[src/shared/srw_pkg.sv]
package srw_pkg;
    // Reference clock, Hz
    localparam int unsigned CLK_HZ = 10_000_000;
    localparam int unsigned CLK_PERIOD_NS = 100;
    // Prescaler: one tick per millisecond
    localparam int unsigned TICK_MS = 1;
    localparam int unsigned TICK_CYC = (CLK_HZ / 1000) * TICK_MS;
    localparam int unsigned PRE_W = 14;
    // Documented times
    localparam int unsigned RST_PULSE_MS = 200;
    localparam int unsigned RST_MIN_MS = 140;
    localparam int unsigned WD_PERIOD_MS = 1600;
    localparam int unsigned KICK_MIN_NS = 50;
    // Least kick width in cycles, rounded up, never below one
    localparam int unsigned KICK_MIN_CYC_RAW = (KICK_MIN_NS + CLK_PERIOD_NS - 1) / CLK_PERIOD_NS;
    localparam int unsigned KICK_MIN_CYC = (KICK_MIN_CYC_RAW < 1) ? 1 : KICK_MIN_CYC_RAW;
    localparam int unsigned MS_W = 11;
    localparam logic [1:0] SYNC_RST = 2'h0;
endpackage : srw_pkg

[src/shared/srw_kick_if.sv]
interface srw_kick_if;
    logic kick_event;
    logic kick_float;
    modport src (output kick_event, output kick_float);
    modport dst (input  kick_event, input  kick_float);
endinterface : srw_kick_if

[src/verilog/srw_kick_detect.sv]
module srw_kick_detect
    import srw_pkg::*;
(
    // Clock and reset
    input  wire logic ref_clk_i,
    input  wire logic rst_i,
    // Kick pin
    input  wire logic watchdog_kick_in_i,
    input  wire logic watchdog_kick_float_i,
    // To the watchdog
    srw_kick_if.src   kick
);
    logic [1:0] sync_q;
    logic       last_q;
    logic       flt_q;
    logic       event_q;

    // Only the second stage feeds the edge compare
    wire  edge_w = sync_q[1] ^ last_q;

    always_ff @(posedge ref_clk_i) begin
        if (rst_i) begin
            sync_q  <= SYNC_RST;
            last_q  <= 1'b0;
            flt_q   <= 1'b1;
            event_q <= 1'b0;
        end else begin
            sync_q  <= {sync_q[0], watchdog_kick_in_i};
            last_q  <= sync_q[1];
            flt_q   <= watchdog_kick_float_i;
            event_q <= edge_w & ~flt_q;
        end
    end

    assign kick.kick_event = event_q;
    assign kick.kick_float = flt_q;
endmodule : srw_kick_detect

[src/verilog/srw_supervisor.sv]
// Operation
// - Reset held about 200ms after supply-low clears.
// - Active-high reset is always the inverse of active-low reset.
// - Reset asserts immediately when supply-low becomes true.
// - Brownout during a running reset keeps pulse at least 140ms.
// - Manual reset low asserts reset; every pulse lasts at least 140ms.
// - No kick activity for 1.6s drives watchdog expired low.
// - Expired output stays low until next kick activity or until reset is asserted.
// - Floating kick input keeps watchdog counter cleared and idle.
// - Watchdog disabled and cleared while reset asserted.
// - After reset, a kick edge of 50ns starts a fresh 1.6s countdown.
// - Each further kick edge restarts the full countdown.
// - Supply-low forces watchdog expired low regardless of counter.
// - Supply-low clearing releases watchdog expired at once.
// - Power-fail flag low while comparator reports input below reference.
// - Manual reset release holds reset a further 200ms.
// - Watchdog expiry alone never asserts reset.
module srw_supervisor
    import srw_pkg::*;
#(
    parameter int unsigned TICK_CYCLES = TICK_CYC,
    parameter int unsigned RST_MS      = RST_PULSE_MS,
    parameter int unsigned WD_MS       = WD_PERIOD_MS
) (
    // Clock and reset
    input  wire logic ref_clk_i,
    input  wire logic rst_i,
    // Supply and comparator, already digitised
    input  wire logic supply_low_i,
    input  wire logic power_fail_sense_i,
    // Processor side
    input  wire logic manual_reset_n_i,
    input  wire logic watchdog_kick_in_i,
    input  wire logic watchdog_kick_float_i,
    // Outputs
    output logic      reset_n_o,
    output logic      reset_o,
    output logic      watchdog_expired_n_o,
    output logic      power_fail_flag_n_o
);
    typedef enum logic [1:0] {
        SRW_HOLD    = 2'b00,
        SRW_STRETCH = 2'b01,
        SRW_RUN     = 2'b10
    } srw_state_t;

    localparam logic [MS_W-1:0] RST_MS_L = MS_W'(RST_MS);
    localparam logic [MS_W-1:0] WD_MS_L  = MS_W'(WD_MS);
    localparam logic [PRE_W-1:0] PRE_LAST = PRE_W'(TICK_CYCLES - 1);

    srw_kick_if kick ();

    srw_kick_detect u_kick (
        .ref_clk_i             (ref_clk_i),
        .rst_i                 (rst_i),
        .watchdog_kick_in_i    (watchdog_kick_in_i),
        .watchdog_kick_float_i (watchdog_kick_float_i),
        .kick                  (kick.src)
    );

    srw_state_t       st_q, st_d;
    logic [PRE_W-1:0] pre_q;
    logic [MS_W-1:0]  rst_cnt_q, rst_cnt_d;
    logic [MS_W-1:0]  wd_cnt_q, wd_cnt_d;
    logic             wd_exp_q, wd_exp_d;
    logic             reset_n_q, reset_q, wdo_q, pfo_q;

    // Free-running prescaler gives a millisecond tick
    wire tick_w      = (pre_q == PRE_LAST);
    // Any low-side cause holds reset; expiry is not among them
    wire cause_w     = supply_low_i | ~manual_reset_n_i;
    wire rst_done_w  = (rst_cnt_q >= RST_MS_L);
    wire wd_clear_w  = (st_d != SRW_RUN) | kick.kick_float | kick.kick_event;
    wire wd_done_w   = (wd_cnt_q >= WD_MS_L - MS_W'(1));

    always_comb begin
        st_d      = st_q;
        rst_cnt_d = rst_cnt_q;
        case (st_q)
            SRW_HOLD: begin
                rst_cnt_d = '0;
                if (!cause_w) begin
                    st_d = SRW_STRETCH;
                end
            end
            SRW_STRETCH: begin
                // Brownout or new press restarts the full stretch, so 140ms is always met
                if (cause_w) begin
                    st_d = SRW_HOLD;
                end else if (rst_done_w) begin
                    st_d = SRW_RUN;
                end else if (tick_w) begin
                    rst_cnt_d = rst_cnt_q + MS_W'(1);
                end
            end
            SRW_RUN: begin
                if (cause_w) begin
                    st_d = SRW_HOLD;
                end
            end
            default: begin
                st_d = SRW_HOLD;
            end
        endcase
    end

    always_comb begin
        wd_cnt_d = wd_cnt_q;
        wd_exp_d = wd_exp_q;
        if (wd_clear_w) begin
            wd_cnt_d = '0;
            if (kick.kick_event || st_d != SRW_RUN) begin
                wd_exp_d = 1'b0;
            end
        end else if (tick_w && !wd_exp_q) begin
            if (wd_done_w) begin
                wd_exp_d = 1'b1;
            end else begin
                wd_cnt_d = wd_cnt_q + MS_W'(1);
            end
        end
    end

    always_ff @(posedge ref_clk_i) begin
        if (rst_i) begin
            st_q      <= SRW_HOLD;
            pre_q     <= '0;
            rst_cnt_q <= '0;
            wd_cnt_q  <= '0;
            wd_exp_q  <= 1'b0;
        end else begin
            st_q      <= st_d;
            pre_q     <= tick_w ? '0 : pre_q + PRE_W'(1);
            rst_cnt_q <= rst_cnt_d;
            wd_cnt_q  <= wd_cnt_d;
            wd_exp_q  <= wd_exp_d;
        end
    end

    // Outputs registered from next-state so supply-low acts on the next edge
    always_ff @(posedge ref_clk_i) begin
        if (rst_i) begin
            reset_n_q <= 1'b0;
            reset_q   <= 1'b1;
            wdo_q     <= 1'b0;
            pfo_q     <= 1'b1;
        end else begin
            reset_n_q <= (st_d == SRW_RUN);
            reset_q   <= (st_d != SRW_RUN);
            wdo_q     <= ~(supply_low_i | wd_exp_d);
            pfo_q     <= ~power_fail_sense_i;
        end
    end

    assign reset_n_o            = reset_n_q;
    assign reset_o              = reset_q;
    assign watchdog_expired_n_o = wdo_q;
    assign power_fail_flag_n_o  = pfo_q;
endmodule : srw_supervisor

[config.mk]
export PLATFORM = sky130hd
export DESIGN_NAME = srw_supervisor
export DESIGN_NICKNAME = d
export VERILOG_FILES = /design/src/shared/srw_pkg.sv /design/src/shared/srw_kick_if.sv /design/src/verilog/srw_kick_detect.sv /design/src/verilog/srw_supervisor.sv
export SDC_FILE = /design/constraint.sdc
export NUM_CORES = 1
export LEC_CHECK = 0
export ABC_AREA = 1
export BUFFER_PORTS_ARGS = -buffer_cell sky130_fd_sc_hd__clkbuf_2
export CAP_MARGIN = 15
export CELL_PAD_IN_SITES_DETAIL_PLACEMENT = 0
export CELL_PAD_IN_SITES_GLOBAL_PLACEMENT = 2
export CORE_MARGIN = 5
export CORE_UTILIZATION = 32
export CTS_CLUSTER_SIZE = 8
export DETAILED_ROUTE_END_ITERATION = 8
export GPL_ROUTABILITY_DRIVEN = 0
export PLACE_DENSITY_LB_ADDON = 0.1
export SYNTH_ARGS = -nofsm -noshare
export SYNTH_HDL_FRONTEND = slang
export SYNTH_HIERARCHICAL = 1
export SYNTH_SLANG_ARGS = --single-unit
[constraint.sdc]
create_clock -name ref_clk_i -period 1.4 [get_ports ref_clk_i]
set_input_delay 0.28 -clock ref_clk_i [delete_from_list [all_inputs] [get_ports ref_clk_i]]
set_output_delay 0.28 -clock ref_clk_i [all_outputs]
set_load 0.1 [all_outputs]
==> results of run 1 <==
## power by group through the flow
stage / sequential [mW] / combinational [mW] / clock [mW]
floorplan: 1.45 / 0.0708 / 0
global placement: 1.43 / 0.153 / 0
detailed placement: 1.43 / 0.153 / 0
CTS: 1.40 / 0.155 / 1.12
global route: 1.40 / 0.182 / 1.15
finish: 1.40 / 0.162 / 1.06
## cells in the mapped netlist
cell and count:
nand3_2 2, or2_1 1, nor3_2 1, buf_4 1, ha_1 4, nand2_2 4, nand3_4 2, or2_0 2
dfxtp_1 48, nand2_8 1, nor2_4 2, inv_1 46, nor3_1 11, a21oi_1 24, nor3b_1 3, o21bai_1 3
a31oi_1 1, o21ai_0 4, inv_2 2, nand4_1 15, xor2_1 6, nor2_8 1, nor2_2 5, xnor2_1 3
clkbuf_1 1, nand2_4 3, nor2_1 44, nand3_1 21, or2_2 2, buf_6 3, nand2_1 80
## path summary, 6_finish.rpt
| kind | from | to | depth (start not counted) |
|---|---|---|---|
| setup / recovery | pre_q[0] | wd_cnt_q[1] | 8 |
| hold / removal | power_fail_sense_i | power_fail_flag_n_o | 2 |
| setup reg to reg | pre_q[0] | wd_cnt_q[1] | 8 |
| hold reg to reg | u_kick/sync_q[0] | u_kick/sync_q[1] | 2 |
## layout make-up
type | count | area (um2) | share of cell area (%)
flip-flops and latches | 48 | 973 | 28.9
clock buffers | 5 | 68.8 | 2.04
clock inverters | 3 | 46.3 | 1.37
inverters | 48 | 180 | 5.35
multi-input cells | 247 | 1480 | 43.9
well taps | 102 | 128 | 3.79
repair buffers | 60 | 493 | 14.6
## sequential cells by signal, summed over array words and instances (netlist names)
signal / cells
pre_q: 14
rst_cnt_q: 11
wd_cnt_q: 11
st_q: 2
u_kick/sync_q: 2
power_fail_flag_n_o: 1
reset_n_o: 1
reset_o: 1
u_kick/kick.kick_event: 1
u_kick/kick.kick_float: 1
u_kick/last_q: 1
watchdog_expired_n_o: 1
wd_exp_q: 1
## critical path, stage by stage (launching register included)
cell and delay, ps:
dfxtp_2 360, ha_4 150, nand3_4 110, nor2_4 120
nand2_4 100, nor2_8 170, buf_12 140, nand3_1 70
a21oi_1 120
## repair_timing
action / CTS / global route
setup buffers: 0 / 5
gates cloned: 1 / 1
gates resized for setup: 10 / 44
setup endpoints to repair: 35 / 38
pin swaps: 4 / 29
## per-layer routing
metal,GRT usage (%),part of all wire [%],vias to the layer above
met2,19.5,47,21
met3,2.64,2.4,6
met4,4.15,1.4,0
li1,-,-,1238
met1,17.2,49,1009
met5,0,0,-
## per-stage QoR
stage / area (um2) / setup WS [ps] / TNS (ps) / std cells
2_1_floorplan: 2480 / 8.02 / 0 / 346
3_3_place_gp: 3010 / -49.8 / -502 / 498
3_5_place_dp: 3010 / -78.4 / -1010 / 498
4_1_cts: 3170 / -5.16 / -11.7 / 507
5_1_grt: 3370 / -109 / -1970 / 513
6_report: 3370 / 3.12 / 0 / 513
## logic make-up (layout without fill, tap and decap cells)
group / after synthesis / count (layout) / synth area share, %
AND/OR/NAND/NOR: 200 / 202 / 40.0
buffers and inverters: 53 / 116 / 9.10
flip-flops: 48 / 48 / 38.8
AO/OA/AOI/OAI: 32 / 32 / 6.83
XOR/XNOR: 9 / 9 / 3.19
adder cells (fa/ha/maj): 4 / 4 / 2.02
==> run_results.csv, run 1 <==
group,metric,value,unit
outcome,run_status,"complete, no violations",
cells_and_area,fin_nets,421,
cts,ctsLongestPathBuffers,2,
drt,wl_per_cell,11.5,um
pwr,power_frac_clock,40.5,%
critical_path,worstSetupStartpointType,"flop",
sta,skew,7.60,ps
pwr,powerDensity,779,nW/um2
yosys,synth_cell_type_count,31,
sta,whs,122,ps
hold_path,hold_path.class,"in2reg",
sta,max_freq,0.716,GHz
cells_and_area,syn_to_final_growth,36.2,%
cells_and_area,num_antenna_cells,0,
cells_and_area,fill_cells,801,
grt,grt_overflow_total,0,
yosys,synth_top_area_share,38.8,%
cts,cts_buffers,5,
critical_path,critPathKind,"reg2reg",
grt,gr-usage-all-layers,12.5,%
sta,relSlewSlack,78.3,%
cts,cts-root-buf,"clkbuf_8",
sta,rsz0062_at_grt,"yes",
cts,clkTransAtPathRegs,100,ps
drt,drt-pass1-iter-count,4,
yosys,yosys_register_bits,48,
sta,post-route-period-util,99.8,%
critical_path,regToRegSetupSlack,3,ps
yosys,synthCells,346,
critical_path,required,1640,ps
grt,grt_max_degree,18,
cts,insertion_delay,310,ps
placed_design,numPortBuffers,10,
cts,htree_levels,2,
cells_and_area,final_cell_mix,"76 x nand2_1, 48 x buf_4, 43 x inv_1, 40 x nor2_1, 38 x dfxtp_1",
pwr,leakage,1.34,nW
die,die_width,97.9,um
die,initial_core_util,32.4,%
sta,min_period,1400,ps
sta,slew_viol_final,0,
die,fp.dieH,97.9,um
pwr,p_int,1.99,mW
sta,worstMarginPinSlew,323,ps
drt,viasPerCell,4.43,
pwr,netSwitchingFraction,24.3,%
sta,setup_viol,0,
critical_path,crit_fanout,7,
yosys,ys.warnings.count,6,
yosys,syn_avg_cell_area,7.15,um2
cells_and_area,drive_gt1_share,33.6,%
grt,grt_pass1_wl,9810,um
drt,drc,0,
die,rows,32,
cts,tritoncts,"built",
pwr,pwr-share-comb,6.2,%
cts,cts.sinks,48,
job,drv_cap,0,
pwr,p_seq_share,53.3,%
yosys,synth_top_cell_by_area,"dfxtp_1",
cts,holdBufCountCts,0,
critical_path,end_kind,"flop",
drt,ant_nets,0,
yosys,ys_seq_area_share,38.8,%
cells_and_area,utilization,44.1,%
yosys,synth_fp_nets,357,
sta,hold_violations,0,
pwr,switching_power,0.639,mW
pwr,total_power,2.63,mW
grt,antenna_found_initial,0,
die,core,7650,um2
drt,drtIter0Drc,75,
drt,wl,5900,um
placed_design,dpl.hpwl,4280,um
critical_path,crit_arrival,1640,ps
grt,grt_pass1_vias,2098,
yosys,yosys-top-cells-area,"dfxtp_1 39%, nand2_1 12%, inv_1 7.0%",
pwr,vdd_drop_max,326,uV
drt,vias,2274,
yosys,syn_area,2470,um2
die,die_area,9590,um2
cells_and_area,final_common_cell,"nand2_1",
die,io_pins,11,
Note: power is estimated with default switching activity, not from simulation.
==> inputs of run 2 (changes only) <==
--- a/config.mk
+++ b/config.mk
@@ -11,7 +11,7 @@
 export CELL_PAD_IN_SITES_DETAIL_PLACEMENT = 0
 export CELL_PAD_IN_SITES_GLOBAL_PLACEMENT = 2
 export CORE_MARGIN = 5
-export CORE_UTILIZATION = 32
+export CORE_UTILIZATION = 38
 export CTS_CLUSTER_SIZE = 8
 export DETAILED_ROUTE_END_ITERATION = 8
 export GPL_ROUTABILITY_DRIVEN = 0
==> constraint.sdc (replaced) <==
create_clock -name ref_clk_i -period 1.8 [get_ports ref_clk_i]
set_input_delay 0.36 -clock ref_clk_i [delete_from_list [all_inputs] [get_ports ref_clk_i]]
set_output_delay 0.36 -clock ref_clk_i [all_outputs]
set_load 0.1 [all_outputs]
==> run_results.csv, run 2 (synthesized netlist as in run 1, its figures left out) <==
group,metric,value,unit
outcome,run_status,"complete, no violations",
cells_and_area,reg_top3,"pre_q: 14 flops, rst_cnt_q: 11 flops, wd_cnt_q: 11 flops",
critical_path,timing.rr.start,"pre_q[0]",
sta,layout_setup_ws,211,ps
sta,hold_violations,0,
grt,grt_overflow_total,0,
sta,relSlewSlack,63.5,%
pwr,vdd_drop_max,329,uV
critical_path,worstSetupStartpointType,"flop",
critical_path,r2r-end,"rst_cnt_q[1]",
cells_and_area,num_antenna_cells,0,
grt,antenna_found_initial,0,
placed_design,numPortBuffers,10,
drt,vias,2114,
sta,skew,12.6,ps
pwr,leakage,1.07,nW
die,io_pins,11,
critical_path,critPathKind,"reg2reg",
sta,post-route-period-util,88.3,%
sta,slew_viol_final,0,
hold_path,hold_path.class,"in2reg",
cells_and_area,design_area,2760,um2
placed_design,pre_cts_ws,166,ps
cts,tritoncts,"built",
critical_path,crit_arrival,1800,ps
cts,ctsLongestPathBuffers,2,
cts,cts_setup_buffers,0,
cells_and_area,fin_nets,375,
sta,max_freq,0.629,GHz
hold_path,hold_end,"power_fail_flag_n_o",
pwr,total_power,2.14,mW
sta,whs,202,ps
drt,drt-pass1-iter-count,4,
critical_path,crit_fanout,10,
die,core,6350,um2
cts,clkTransAtPathRegs,100,ps
critical_path,regToRegSetupSlack,210,ps
cells_and_area,syn_to_final_growth,11.5,%
cts,insertion_delay,310,ps
sta,rsz0062_at_grt,"no",
die,rows,29,
drt,wl,5030,um
die,die_area,8230,um2
cells_and_area,final_common_cell,"nand2_1",
cells_and_area,largest_reg_flops,14,
hold_path,hold_start,"power_fail_sense_i",
cells_and_area,regMostFlops,"pre_q",
cts,cts-root-buf,"clkbuf_8",
cts,htree_levels,2,
drt,drc,0,
grt,grt_pass1_wl,8900,um
cells_and_area,final_cell_mix,"80 x nand2_1, 48 x dfxtp_1, 46 x inv_1, 44 x nor2_1, 24 x a21oi_1",
cts,cts_buffers,5,
hold_path,holdPathStages,2,
sta,min_period,1590,ps
cells_and_area,utilization,43.4,%
cts,cts_resized,0,
sta,worstMarginPinSlew,549,ps
drt,ant_nets,0,
critical_path,ff2ff_path_depth,8,
drt,drtIter0Drc,73,
placed_design,dpl.hpwl,3720,um
critical_path,required,2010,ps
cts,holdBufCountCts,0,
placed_design,placed_area,2620,um2
cells_and_area,drive_gt1_share,13.4,%
die,fp.dieH,90.7,um
cells_and_area,fin_cells,442,
cts,cts.sinks,48,
grt,gr-usage-all-layers,12.8,%
drt,wl_per_cell,11.4,um
job,drv_cap,0,
drt,viasPerCell,4.78,
die,initial_core_util,39.0,%
sta,finalSetupTns,0,ps
sta,setup_viol,0,
grt,grt_pass1_vias,1971,
critical_path,end_kind,"flop",
die,die_width,90.7,um
placed_design,dp.cells,434,
pwr,powerDensity,776,nW/um2
grt,grt_max_degree,18,
## run 2: cell count changes in the layout (fill, tap and decap cells not counted), sizes merged
cell / previous run / this run
nand2: 89 / 88
clkbuf: 11 / 15
clkinvlp: 1 / 0
nand3: 26 / 25
buf: 54 / 6
bufinv: 1 / 2
## run 2: area by class of cell
type / count / area (um2)
clock buffer: 5 / 68.8
timing repair buffer: 16 / 95.1
multi-input combinational: 245 / 1290
tap: 77 / 96.3
fill: 648 / 3590
clock inverter: 3 / 68.8
sequential: 48 / 961
inverter: 48 / 180
## run 2: worst max path at each step
| stage | depth (start not counted) | slack (ps) | endpoint | from |
|---|---|---|---|---|
| 2_1_floorplan | 8 | 390 | rst_cnt_q[1] | pre_q[0] |
| 4_1_cts | 8 | 180 | rst_cnt_q[1] | pre_q[0] |
| 5_1_grt | 8 | 10 | rst_cnt_q[1] | pre_q[0] |
| 3_3_place_gp | 8 | 180 | rst_cnt_q[1] | pre_q[0] |
| 6_report | 8 | 210 | rst_cnt_q[1] | pre_q[0] |
| 3_5_place_dp | 8 | 170 | wd_cnt_q[8] | supply_low_i |
## run 2: critical path, stage by stage (launching register included)
cell and delay, ps:
dfxtp_1 360, ha_1 230, nand3_4 100, nor2_2 170
nand2_4 120, nand2_8 110, nand3_4 130, o21ai_0 200
nor2_1 60
## run 2: routing by layer
layer | wire, um | global-route usage (%) | share of wire [%] | vias up
met5 | 0 | 0 | 0 | -
met4 | 66 | 3.72 | 1.3 | 0
met2 | 2280 | 20.6 | 45 | 17
met3 | 129 | 2.67 | 2.6 | 7
met1 | 2550 | 17.1 | 51 | 954
li1 | - | - | - | 1136
## run 2: power by group
part           switching (mW)  internal [mW]  leakage, nW
Clock                   0.397          0.560       0.0687
Combinational          0.0681         0.0302        0.613
Sequential            0.00994           1.08        0.389
==> inputs of run 3 (changes only) <==
--- a/config.mk
+++ b/config.mk
@@ -11,12 +11,12 @@
 export CELL_PAD_IN_SITES_DETAIL_PLACEMENT = 0
 export CELL_PAD_IN_SITES_GLOBAL_PLACEMENT = 2
 export CORE_MARGIN = 5
-export CORE_UTILIZATION = 38
+export CORE_UTILIZATION = 37
 export CTS_CLUSTER_SIZE = 8
 export DETAILED_ROUTE_END_ITERATION = 8
 export GPL_ROUTABILITY_DRIVEN = 0
 export PLACE_DENSITY_LB_ADDON = 0.1
+export REMOVE_ABC_BUFFERS = 1
 export SYNTH_ARGS = -nofsm -noshare
 export SYNTH_HDL_FRONTEND = slang
-export SYNTH_HIERARCHICAL = 1
 export SYNTH_SLANG_ARGS = --single-unit
==> run_results.csv, run 3 <==
group,metric,value,unit
critical_path,critPathKind,"reg2reg",
cells_and_area,design_area,2730,um2
drt,vias,2064,
cells_and_area,final_cell_mix,"70 x nand2_1, 49 x inv_1, 46 x dfxtp_1, 42 x nor2_1, 27 x nand3_1",
critical_path,timing.rr.start,"pre_q[0]",
pwr,total_power,1.99,mW
drt,viasPerCell,4.69,
cells_and_area,syn_to_final_growth,12.3,%
sta,finalSetupTns,0,ps
sta,post-route-period-util,90.2,%
drt,drc,0,
sta,hold_violations,0,
drt,wl,5070,um
cells_and_area,layout.area.seq,963,um2
cells_and_area,largest_reg_flops,14,
sta,worstMarginPinSlew,551,ps
die,die_area,8280,um2
yosys,syn_avg_cell_area,7.07,um2
sta,slew_viol_final,0,
yosys,ys_seq_area_share,39.6,%
cells_and_area,final_common_cell,"nand2_1",
critical_path,cp-startpoint,"pre_q[0]",
critical_path,crit_fanout,8,
cts,holdBufCountCts,0,
yosys,ys.warnings.count,0,
placed_design,dpl.hpwl,3780,um
sta,setup_viol,0,
cells_and_area,fin_nets,373,
pwr,leakage,1.10,nW
hold_path,hold_start,"watchdog_kick_in_i",
sta,relSlewSlack,63.4,%
drt,ant_nets,0,
cells_and_area,reg_top3,"pre_q: 14 flops, rst_cnt_q: 11 flops, wd_cnt_q: 11 flops",
die,io_pins,11,
critical_path,required,2030,ps
grt,grt_max_degree,17,
die,die_width,91.0,um
cells_and_area,regMostFlops,"pre_q",
pwr,powerDensity,730,nW/um2
drt,wl_met1,2670,um
sta,rsz0062_at_grt,"no",
cells_and_area,fill_cells,687,
placed_design,placed_area,2570,um2
die,initial_core_util,38.2,%
hold_path,hold_path.class,"in2reg",
grt,grt_pass1_wl,8800,um
job,drv_cap,0,
drt,dr_wl_met2,2240,um
sta,max_freq,0.616,GHz
drt,dr_wl_met3,104,um
pwr,vdd_drop_max,469,uV
critical_path,worstSetupStartpointType,"flop",
cts,htree_levels,2,
yosys,synthCells,343,
die,fp.dieH,91.0,um
yosys,synth.most_common_cell,"nand2_1",
yosys,synth_cell_type_count,32,
yosys,ys_top_cells_by_count,"70 x nand2_1, 49 x inv_1, 48 x dfxtp_1",
cts,tritoncts,"built",
die,rows,29,
yosys,synth_top_area_share,39.6,%
cts,clkTransAtPathRegs,100,ps
drt,drtIter0Drc,46,
cts,cts.sinks,48,
grt,antenna_found_initial,0,
grt,gr-usage-all-layers,12.8,%
yosys,yosys-top-cells-area,"dfxtp_1 40%, nand2_1 11%, inv_1 7.6%",
yosys,synth_edf_count,0,
drt,wl_per_cell,11.5,um
placed_design,numPortBuffers,10,
cts,cts_buffers,5,
grt,grt_pass1_vias,1935,
drt,drt-pass1-iter-count,4,
yosys,yosys_register_bits,48,
cts,ctsLongestPathBuffers,2,
cells_and_area,drive_gt1_share,16.3,%
grt,grt_overflow_total,0,
cells_and_area,multi_input_area,1260,um2
yosys,async_flop_share,0,%
critical_path,end_kind,"flop",
cells_and_area,num_antenna_cells,0,
sta,min_period,1620,ps
die,core,6350,um2
yosys,synth_ff_type,"dfxtp_1",
yosys,syn_area,2430,um2
critical_path,crit_arrival,1860,ps
drt,top_layer,"met4",
cts,cts-root-buf,"clkbuf_8",
yosys,synth_top_cell_by_area,"dfxtp_1",
cts,insertion_delay,300,ps
outcome,run_status,"complete, no violations",
sta,skew,6.51,ps
## run 3: routing by layer
metal / global-route usage [%] / up-vias
met5: 0 / -
met4: 3.67 / 0
met3: 2.73 / 5
met2: 19.9 / 18
met1: 17.9 / 924
li1: - / 1117
## run 3: final timing paths
| check | end | slack, ps | cells past startpoint |
|---|---|---|---|
| worst max-delay path | wd_cnt_q[5] | 180 | 10 |
| worst max register to register | wd_cnt_q[5] | 180 | 10 |
| worst min-delay path | u_kick.sync_q[0] | 240 | 3 |
| worst min register to register | u_kick.sync_q[1] | 410 | 2 |
## run 3: cell families (layout without fill, tap and decap cells)
kind of cell               Yosys count  in the layout  share of synthesized area (%)
AOI/OAI and AO/OA                   38             38                           8.56
xor gates and xnor gates             9              9                           3.25
adders and majority gates            4              4                           2.06
buffers and inverters               56             76                           9.33
DFF                                 48             48                           39.6
and+or+nand+nor                    188            188                           37.2
## run 3: where the power goes
group	leakage, nW	internal [mW]	switching [mW]	total [mW]
clock	0.0548	0.419	0.381	0.800
sequential	0.390	1.08	0.00993	1.09
combinational	0.659	0.0320	0.0686	0.101
## run 3: cell type report
class | instances | share of cell area, %
inverter | 52 | 7.21
multi-input combinational | 239 | 46.2
sequential | 48 | 35.4
clock inverter | 3 | 1.70
timing repair buffer | 16 | 3.49
tap | 77 | 3.54
clock buffer | 5 | 2.53
## run 3: per-stage QoR
step	worst slack [ps]	util [%]	cells	hold slack, ps
detailed placement	146	40.5	430	398
CTS	119	42.3	438	229
global placement	150	40.5	430	402
global route	21.8	42.9	440	231
finish	176	42.9	440	237
floorplan	343	-	339	388
## run 3: timing repair
action / in CTS / in global routing
setup endpoints to repair: 0 / 15
setup buffers: 0 / 2
gates resized for setup: 0 / 6
## run 3: worst max-delay path, cell delays in order, from the launching register on
cell and delay (ps):
dfxtp_2 350, ha_2 180, nand2_2 80, clkinv_2 60, nand2_2 80, nor2_4 100, nand2_2 100, nor2_4 240
buf_4 160, nand3_1 70, a21oi_1 140
